===== src/pkg/host_port_regs.vh =====
// Constants for the byte-wide host port: offsets, fields, resets and timing
`ifndef HOST_PORT_REGS_VH
`define HOST_PORT_REGS_VH
`define HP_OFF_IND_ADDR 2'h0
`define HP_OFF_IND_DATA 2'h1
`define HP_OFF_FIFO 2'h2
`define HP_OFF_STATUS 2'h3
`define HP_IRQ_CFG_ADDR 8'hC2
`define HP_IRQ_CFG_PUSHPULL_BIT 0
`define HP_SLOW_LAST 8'h8F
`define HP_FAST_LAST 8'hCF
`define HP_STAT_CYCLE_DONE_BIT 0
`define HP_RESET_BYTE 8'h00
`define HP_SYNC_STAGES 2
`define HP_SLOW_LAT_US 64
`define HP_CLK_MHZ 50
`define HP_SLOW_LAT_CYCLES (`HP_SLOW_LAT_US * `HP_CLK_MHZ)
`endif


===== src/host_port.v =====
// Byte-wide asynchronous host port with indirect register access
// Behaviour
// - Direction line high means read, low means write; device samples it.
// - Device drives ready low as soon as a cycle starts.
// - Device releases ready once write taken or read data is valid.
// - Interrupt open-drain active low by default; indirect C2 selects push-pull high.
// - Four host byte registers selected by two address lines.
// - Write at address 00 loads the indirect address register.
// - Write at address 01 writes the internal register selected indirectly.
// - Read at address 01 returns the internal register selected indirectly.
// - Read at address 10 pops the next sliced FIFO byte.
// - Address 11 reads or writes the status/interrupt register directly.
// - Status register shows the state of every interrupt source.
// - Writing one to a status bit clears that condition.
// - Indirect 00 to 8F may take up to 64 us; cycle-complete flags it.
// - Indirect 90 to CF finish quickly and raise no cycle-complete event.
`timescale 1ns/10ps
`include "host_port_regs.vh"
`default_nettype none
module host_port #(
   parameter SLOW_LAT_CYCLES = `HP_SLOW_LAT_CYCLES
) (
   input wire I_CLK,
   input wire I_RST,
   input wire I_STROBE_MODE,
   input wire I_CS_N,
   input wire [1:0] I_HOST_ADDRESS,
   input wire [7:0] I_HOST_BYTE_BUS,
   input wire I_RD_N,
   input wire I_WR_N,
   input wire I_CYCLE_STROBE_N,
   input wire I_RD_WR,
   output reg [7:0] O_HOST_BYTE_BUS,
   output wire O_HOST_BYTE_BUS_OE,
   output wire O_READY,
   output wire O_READY_OE,
   output wire O_IRQ_OUT,
   output wire O_IRQ_OUT_OE,
   output reg O_INT_REQ,
   output reg O_INT_WE,
   output reg [7:0] O_INT_ADDR,
   output reg [7:0] O_INT_WDATA,
   input wire [7:0] I_INT_RDATA,
   input wire I_INT_DONE,
   input wire [7:0] I_FIFO_DATA,
   input wire I_FIFO_VALID,
   output reg O_FIFO_POP,
   input wire [7:1] I_IRQ_SOURCES,
   input wire [7:0] I_IRQ_ENABLE
);

////////////////////////////////////////////////////////////////////////////////
// Pin synchronisers: all host pins are asynchronous to I_CLK
reg [4:0] s1_reg;
reg [4:0] s2_reg;
reg [1:0] a_s1_reg, a_s2_reg;
reg [7:0] d_s1_reg, d_s2_reg;
reg mode_s1_reg, mode_s2_reg;
// Mode strap is synchronised too: it may be rewired between host cycles
always @(posedge I_CLK) begin
   mode_s1_reg <= I_STROBE_MODE;
   mode_s2_reg <= mode_s1_reg;
   s1_reg <= {I_CS_N, I_RD_N, I_WR_N, I_CYCLE_STROBE_N, I_RD_WR};
   s2_reg <= s1_reg;
   a_s1_reg <= I_HOST_ADDRESS;
   a_s2_reg <= a_s1_reg;
   d_s1_reg <= I_HOST_BYTE_BUS;
   d_s2_reg <= d_s1_reg;
end

wire cs_n = s2_reg[4];
wire rd_active = mode_s2_reg ? (!s2_reg[1] && s2_reg[0]) : !s2_reg[3];
wire wr_active = mode_s2_reg ? (!s2_reg[1] && !s2_reg[0]) : !s2_reg[2];
// Cycle is live while selected and either strobe low
wire cyc_on = !cs_n && (rd_active || wr_active);

////////////////////////////////////////////////////////////////////////////////
// Handshake state machine
localparam ST_IDLE = 2'h0;
localparam ST_WAIT = 2'h1;
localparam ST_DONE = 2'h2;
reg [1:0] state_reg;
reg [7:0] ind_addr_reg;
reg [7:0] status_reg;
reg irq_pushpull_reg;
reg is_read_reg;
// Latency counter is for debug only; the done input alone ends an indirect data wait
reg [15:0] lat_cnt_reg;
wire in_slow = (ind_addr_reg <= `HP_SLOW_LAST);
wire in_irqcfg = (ind_addr_reg == `HP_IRQ_CFG_ADDR);
reg done_pulse;
reg [7:0] clr_mask;

// Ready is pulled low except when idle or done; done releases it
// Direct registers still pull ready low for one cycle, so every cycle is answered
assign O_READY = 1'b0;
assign O_READY_OE = (state_reg == ST_WAIT);
assign O_HOST_BYTE_BUS_OE = is_read_reg && (state_reg != ST_IDLE) && cyc_on;

always @(posedge I_CLK) begin
   if (I_RST) begin
      state_reg <= ST_IDLE;
      ind_addr_reg <= `HP_RESET_BYTE;
      irq_pushpull_reg <= 1'b0;
      is_read_reg <= 1'b0;
      O_HOST_BYTE_BUS <= `HP_RESET_BYTE;
      O_INT_REQ <= 1'b0;
      O_INT_WE <= 1'b0;
      O_INT_ADDR <= `HP_RESET_BYTE;
      O_INT_WDATA <= `HP_RESET_BYTE;
      O_FIFO_POP <= 1'b0;
      lat_cnt_reg <= 16'h0000;
      done_pulse <= 1'b0;
      clr_mask <= 8'h00;
   end else begin
      O_INT_REQ <= 1'b0;
      O_FIFO_POP <= 1'b0;
      done_pulse <= 1'b0;
      clr_mask <= 8'h00;
      case (state_reg)
         ST_IDLE: begin
            if (cyc_on) begin
               state_reg <= ST_WAIT;
               is_read_reg <= rd_active;
               lat_cnt_reg <= 16'h0000;
               // Every register passes through the wait state, so ready goes low
               // Two address lines pick one of four byte registers
               case (a_s2_reg)
                  `HP_OFF_IND_ADDR: begin
                     if (wr_active) begin
                        ind_addr_reg <= d_s2_reg;
                     end
                  end
                  `HP_OFF_IND_DATA: begin
                     O_INT_REQ <= 1'b1;
                     O_INT_WE <= wr_active;
                     O_INT_ADDR <= ind_addr_reg;
                     O_INT_WDATA <= d_s2_reg;
                     if (wr_active && in_irqcfg) begin
                        irq_pushpull_reg <= d_s2_reg[`HP_IRQ_CFG_PUSHPULL_BIT];
                     end
                  end
                  `HP_OFF_FIFO: begin
                     // Pop is left to the wait state, where valid is seen
                  end
                  default: begin
                     if (rd_active) begin
                        O_HOST_BYTE_BUS <= status_reg;
                     end else begin
                        clr_mask <= d_s2_reg;
                     end
                  end
               endcase
            end
         end
         ST_WAIT: begin
            lat_cnt_reg <= lat_cnt_reg + 16'h0001;
            case (a_s2_reg)
               `HP_OFF_FIFO: begin
                  if (!is_read_reg) begin
                     // Writes to the read-only FIFO port are dropped
                     state_reg <= ST_DONE;
                  end else if (I_FIFO_VALID) begin
                     // Hold ready low until the FIFO has a byte to give
                     O_HOST_BYTE_BUS <= I_FIFO_DATA;
                     O_FIFO_POP <= 1'b1;
                     state_reg <= ST_DONE;
                  end
               end
               `HP_OFF_IND_DATA: begin
                  // A slow internal access stretches the host cycle
                  if (I_INT_DONE) begin
                     if (is_read_reg) begin
                        O_HOST_BYTE_BUS <= I_INT_RDATA;
                     end
                     done_pulse <= in_slow;
                     state_reg <= ST_DONE;
                  end
               end
               default: begin
                  // Direct registers were served on entry; one cycle of low ready
                  state_reg <= ST_DONE;
               end
            endcase
         end
         ST_DONE: begin
            // Wait for the host to raise its strobe before next cycle
            if (!cyc_on) begin
               state_reg <= ST_IDLE;
            end
         end
         default: begin
            state_reg <= ST_IDLE;
         end
      endcase
   end
end

////////////////////////////////////////////////////////////////////////////////
// Status: bit 0 sticky cycle-complete, upper bits sticky sources held until cleared
always @(posedge I_CLK) begin
   if (I_RST) begin
      status_reg <= 8'h00;
   end else begin
      // Set beats clear in the same cycle
      status_reg[`HP_STAT_CYCLE_DONE_BIT] <= done_pulse ||
         (status_reg[`HP_STAT_CYCLE_DONE_BIT] && !clr_mask[`HP_STAT_CYCLE_DONE_BIT]);
      status_reg[7:1] <= I_IRQ_SOURCES | (status_reg[7:1] & ~clr_mask[7:1]);
   end
end

wire irq_any = |(status_reg & I_IRQ_ENABLE);
// Open drain drives low only; push-pull drives high when active
assign O_IRQ_OUT = irq_pushpull_reg ? irq_any : 1'b0;
assign O_IRQ_OUT_OE = irq_pushpull_reg ? 1'b1 : irq_any;

endmodule // host_port
`default_nettype wire


===== config.mk =====
export PLATFORM = sky130hd
export DESIGN_NAME = host_port
export DESIGN_NICKNAME = d
export VERILOG_FILES = /design/src/host_port.v
export VERILOG_INCLUDE_DIRS = /design/src /design/src/pkg
export SDC_FILE = /design/constraint.sdc
export NUM_CORES = 1
export LEC_CHECK = 0
export BUFFER_PORTS_ARGS = -buffer_cell sky130_fd_sc_hd__buf_2
export CAP_MARGIN = 20
export CELL_PAD_IN_SITES_DETAIL_PLACEMENT = 1
export CELL_PAD_IN_SITES_GLOBAL_PLACEMENT = 2
export CORE_MARGIN = 3
export CORE_UTILIZATION = 32
export DETAILED_ROUTE_END_ITERATION = 12
export PLACE_DENSITY = 0.86
export SETUP_SLACK_MARGIN = 0.2
export SLEW_MARGIN = 20
export SYNTH_ARGS = -nofsm -noshare
export SYNTH_HDL_FRONTEND = slang
export SYNTH_SLANG_ARGS = --single-unit
export TNS_END_PERCENT = 100

===== constraint.sdc =====
create_clock -name I_CLK -period 1.8 [get_ports I_CLK]
set_input_delay 0.09 -clock I_CLK [delete_from_list [all_inputs] [get_ports I_CLK]]
set_output_delay 0.09 -clock I_CLK [all_outputs]
set_load 0.01 [all_outputs]

# Yosys cells after proc, flatten, opt, wreduce, memory -nomap -nowiden
# Cells that the tools add are included.
dict set report classes {
  n_lt_le_gt_ge 1
  add_sub_neg 0
  div 0
  eq_ne 15
  multipliers 0
  bitwise_logic 11
  reduce_logical 31
  muxes 22
  shift 0
}
# cell n
set op_table {}
lappend op_table {{8-bit 2-to-1 mux} 7}
lappend op_table {{8-bit case mux with 2 select lines} 2}
lappend op_table {{3-bit inequality test (second input constant)} 4}
lappend op_table {{4-bit AND reduction} 3}
lappend op_table {{2-bit 2-to-1 mux} 5}
lappend op_table {{9-bit AND reduction} 1}
lappend op_table {{8-bit bitwise AND} 1}
lappend op_table {{8-bit == test (second input constant)} 1}
lappend op_table {{8-bit <= comparator (second input constant)} 1}
lappend op_table {{2-bit inequality test (second input constant)} 4}
lappend op_table {{4-bit OR reduction} 2}
lappend op_table {{8-bit OR reduction} 1}
lappend op_table {{7-bit bitwise AND} 1}
lappend op_table {{1-bit logical AND} 7}
lappend op_table {{1-bit inverter} 7}
lappend op_table {{7-bit inverter} 1}
lappend op_table {{7-bit bitwise OR} 1}
lappend op_table {{7-bit OR reduction} 1}
lappend op_table {{1-bit zero test} 6}
lappend op_table {{1-bit 2-to-1 mux} 6}
lappend op_table {{2-bit case mux with 3 select lines} 1}
lappend op_table {{3-bit OR reduction} 2}
lappend op_table {{2-bit by 1-bit == test with 1-bit output (second input constant)} 2}
lappend op_table {{2-bit == test (second input constant)} 2}
lappend op_table {{other kinds (8)} 11}
dict set report totals {
  latchBits 0
  mem_count 0
  reg_bits 88
  romBits 0
  ramBits 0
}

# Longest topological paths before layout
dict set report depth {
  word_depth 7
  depth_mapped 7
}

# Worst setup path before layout
# No wires, ideal clock.
dict set report synth_timing {
  kind {reg2reg}
  startpoint {register a_s2_reg[0]}
  endpoint {register irq_pushpull_reg}
  path_buffers 3
  path_slack_ps 206
  setup_ps 72
  path_stages_with_launch 8
  period_less_slack_ps 1594
  t_arrival_ps 1522
  required_time_ps 1728
  path_cell_list {dfxtp_1 > buf_2 > nor2b_1 > buf_2 > nand4_1 > buf_2 > nor3_1 > mux2i_1}
}
dict set report synth_between {
  elab_chain_len 2
}
# element line
set synth_lines {}
lappend synth_lines {{start: declaration} host_port.v:56} ;# reg [1:0] a_s1_reg, a_s2_reg;
lappend synth_lines {{start signal: assignment} host_port.v:66} ;# a_s2_reg <= a_s1_reg;
lappend synth_lines {{2-bit by 1-bit == test with 1-bit output} host_port.v:128} ;# case (a_s2_reg)
lappend synth_lines {{4-bit AND reduction (no line)} n/a}
lappend synth_lines {{end signal: assignment} host_port.v:140} ;# irq_pushpull_reg <= d_s2_reg[`HP_IRQ_CFG_PUSHPULL_BIT];
lappend synth_lines {{end: declaration} host_port.v:85} ;# reg irq_pushpull_reg;
# No other way between the ends.
# A chain may end at the register's enable or synchronous reset.

# Final worst setup path
dict set report layout_timing {
  startpoint {register mode_s2_reg}
  endpoint {register O_HOST_BYTE_BUS[5]}
}
dict set report layout_between {
  elab_chain_len 5
  word_cells_on_any_way 7
  cone_classes {2 x eq/ne; 2 x mux; 3 x reduce/logical}
}
# element line
set layout_lines {}
lappend layout_lines {{start: declaration} host_port.v:58} ;# reg mode_s1_reg, mode_s2_reg;
lappend layout_lines {{start signal: assignment} host_port.v:62} ;# mode_s2_reg <= mode_s1_reg;
lappend layout_lines {{1-bit 2-to-1 mux, on equally long branches} {host_port.v:72, host_port.v:73}}
lappend layout_lines {{1-bit logical OR} host_port.v:75} ;# wire cyc_on = !cs_n && (rd_active || wr_active);
lappend layout_lines {{1-bit logical AND} host_port.v:75}
lappend layout_lines {{2-bit inequality test (no line)} n/a}
lappend layout_lines {{9-bit AND reduction (no line) (*)} n/a}
lappend layout_lines {{end signal: assignment} host_port.v:106} ;# O_HOST_BYTE_BUS <= `HP_RESET_BYTE;
lappend layout_lines {{end signal: assignment} host_port.v:148} ;# O_HOST_BYTE_BUS <= status_reg;
lappend layout_lines {{end: declaration} host_port.v:33} ;# output reg [7:0] O_HOST_BYTE_BUS,
# Every way passes the cells marked *; elsewhere a longest branch is shown, timed or not.

==> reports/results.ini <==
[run_status]
status = finished clean

[grt]
antenna_found_initial = 0
overflow = 0
grt_pass1_vias = 2525
grt_max_degree = 38
grtUsageTotal_pct = 14.4
grt_pass1_wl_um = 12700

[drt]
vias_per_cell = 4.51
first_pass_iters = 4
drc = 0
vias = 2467
antenna_left = 0
drt_iter0_markers = 65
wl_um = 7810
wire_per_inst_um = 14.3

[power_and_ir_drop]
p_per_area_mw_per_mm2 = 905
power_switching_mw = 0.936
clkPwrFrac_pct = 37.2
p_leak_nw = 1.86
p_int_mw = 2.88
p_seq_share_pct = 54.1
power_mw = 3.82
max-vdd-ir-drop_mv = 0.447
comb_power_share_pct = 8.7
swShare_pct = 24.5

[synth]
synth_area_mm2 = 0.00313
synth_top_family_by_area = simple AND/OR/NAND/NOR gates
synthTopCellsByArea = dfxtp_1 56%, mux2i_1 8.0%, nor2_1 4.7%, nand2b_1 4.2%, a311o_1 2.6%
synth_xor_area_share_pct = 0
synth_edf_count = 0
yosysMostFrequentCell = dfxtp_1
synth-seq-area-share_pct = 56.4
synth-simple-area-share_pct = 22.4
synth-seq-cells = 88
ys.warnings.count = 0
synthArstFlopShare_pct = 0
syn_area_per_cell_um2 = 10.5
synth_top_area_share_pct = 56.4
yosys_most_used_dff = dfxtp_1
syn_inst = 299
synth_fp_nets = 350
synthAdderAreaFrac_pct = 0
synth_top_area_cell = dfxtp_1
synthMuxAreaShare_pct = 8.01
synth_compound_area_share_pct = 9.69
netlist_top_cells_count = 88 x dfxtp_1, 39 x nor2_1, 25 x mux2i_1, 21 x nand2b_1, 19 x nand2_1
synth_cell_types = 43

[setup_path]
crit_chain = and2b_2 > a2111oi_4 > buf_4 > or4b_2 > o21ai_1
r2r-end = O_HOST_BYTE_BUS[5]
max_stage_delay_ns = 0.59
r2r_cells = 5
crit_arrival_ns = 1.89
r2r_setup_slack_ns = 0.21
worst-path-max-fanout = 6
crit_slowest_cell = or4b_2
cp_top_family = simple AND/OR/NAND/NOR gates
critPathCaptureType = register
critical_path_class = reg -> reg
r2r_start = mode_s2_reg
required_ns = 2.09
crit_path_start_kind = register
timing.critical_path.buf_inv = 1
startpoint = mode_s2_reg

[hold_path]
hold_path_depth = 3
min_to = O_FIFO_POP
hp-class = in -> reg
hold_start = I_FIFO_VALID

[timing]
drv_slew = 0
rsz0062_at_grt = true
tightest_slew_ns = 0.516
slew-limit-headroom_pct = 65.6
skew_ns = 0.0113
finalCriticalPeriod_ns = 1.59
clock.fmax_mhz = 627
period_share_pct = 88.6
fin_tns_setup_ns = 0
setup_violations = 0
whs_ns = 0.0432
hold_viol = 0

[final_layout]
fillers = 1100
diodes = 0
fin_nets = 464
multi_input_area_mm2 = 0.00129
fin_area_mm2 = 0.00422
areaGrowthSynthToFinish_pct = 35.1
drive_gt1_share_pct = 31.3
regArea_mm2 = 0.00177

[die]
die-area_mm2 = 0.0110
start_util_pct = 33.4
die_h_um = 105
die_w_um = 105
coreArea_mm2 = 0.00937
rows = 35
io_pins = 83

[clocking]
clock_latency_ns = 0.36
cts-buffers-inserted = 9
clk_pin_slew_worst_paths_ns = 0.09
cts.sinks = 88
cts_tree = yes
cts_root_buffer = clkbuf_8
cts_max_path_buffers = 2
htree_levels = 3

[placement]
dp_hpwl_um = 5540
placed_area_mm2 = 0.00368
place.gp.congestion = 0.809
numPortBuffers = 81

[flow_run]
maxCapViolCount = 0

cells by family (layout without fill, tap and decap cells):
logic type      Yosys count  after routing
simple gates            120            120
flops                    88             88
compound gates           39             39
buf+inv                  26            145
mux                      25             25
other cells               1              1
timing repair:
item	4_1_cts	5_1_grt
setup endpoints to repair	37	28
pin swaps	2	1
buffers inserted	4	3
gates resized for setup	6	7
hold endpoints to repair	23	0
hold buffers	23	0
power groups by stage:
stage          Combinational [mW]  Sequential, mW  Clock (mW)
3_5_place_dp                0.282            2.11           0
6_report                    0.332            2.07        1.42
2_1_floorplan               0.174            2.09           0
4_1_cts                     0.326            2.07        1.47
3_3_place_gp                0.277            2.11           0
5_1_grt                     0.369            2.08        1.55
through the flow:
stage | cells | setup WS [ns] | util, %
2_1_floorplan | 299 | 0.206 | -
3_5_place_dp | 501 | -0.0324 | 39.3
6_report | 547 | 0.205 | 45.1
3_3_place_gp | 501 | 0.0982 | 39.3
5_1_grt | 547 | 0.104 | 45.1
4_1_cts | 544 | 0.203 | 44.5
area by class of cell:
| type | count | area share, % |
|---|---|---|
| Sequential cell | 88 | 42.0 |
| Multi-Input combinational cell | 185 | 30.5 |
| Timing Repair Buffer | 118 | 17.5 |
| Tap cell | 129 | 3.82 |
| Clock buffer | 10 | 3.26 |
| Clock inverter | 6 | 1.90 |
| Inverter | 11 | 0.978 |
placed cells by master, fill, tap and decap left out, types with 3 or more instances in the layout:
cell type and instances:
a21oi_1 13, a22oi_1 3, a311o_1 8, and2_1 9, buf_2 81, buf_4 14, clkbuf_8 10, clkinv_4 3
dfxtp_1 85, dfxtp_4 3, dlygate4sd3_1 23, inv_1 10, mux2i_1 25, nand2_1 19, nand2b_1 20, nand3b_1 3
nand4_1 3, nor2_1 37, o21ai_1 8, or4b_1 6
how the worst max path moves through the flow:
stage / endpoint / cells past startpoint
after detailed placement: O_HOST_BYTE_BUS[1] / 4
after global placement: O_HOST_BYTE_BUS[4] / 4
final: O_HOST_BYTE_BUS[5] / 5
after floorplan: irq_pushpull_reg / 7
after CTS: clr_mask[5] / 4
after global routing: O_HOST_BYTE_BUS[5] / 5
layer usage:
| metal | track usage, % | vias to the layer above | wire, um |
|---|---|---|---|
| met2 | 23.2 | 69 | 3640 |
| met4 | 5.90 | 0 | 104 |
| met3 | 3.77 | 8 | 425 |
| li1 | - | 1247 | - |
| met5 | 0 | - | 0 |
| met1 | 18.4 | 1143 | 3640 |
worst reg2reg max path, cell delays in order (launching register included):
cell       delay, ns
dfxtp_4         0.38
and2b_2         0.25
a2111oi_4       0.07
buf_4           0.16
or4b_2          0.60
o21ai_1         0.09
(Power assumes the default switching activity.)
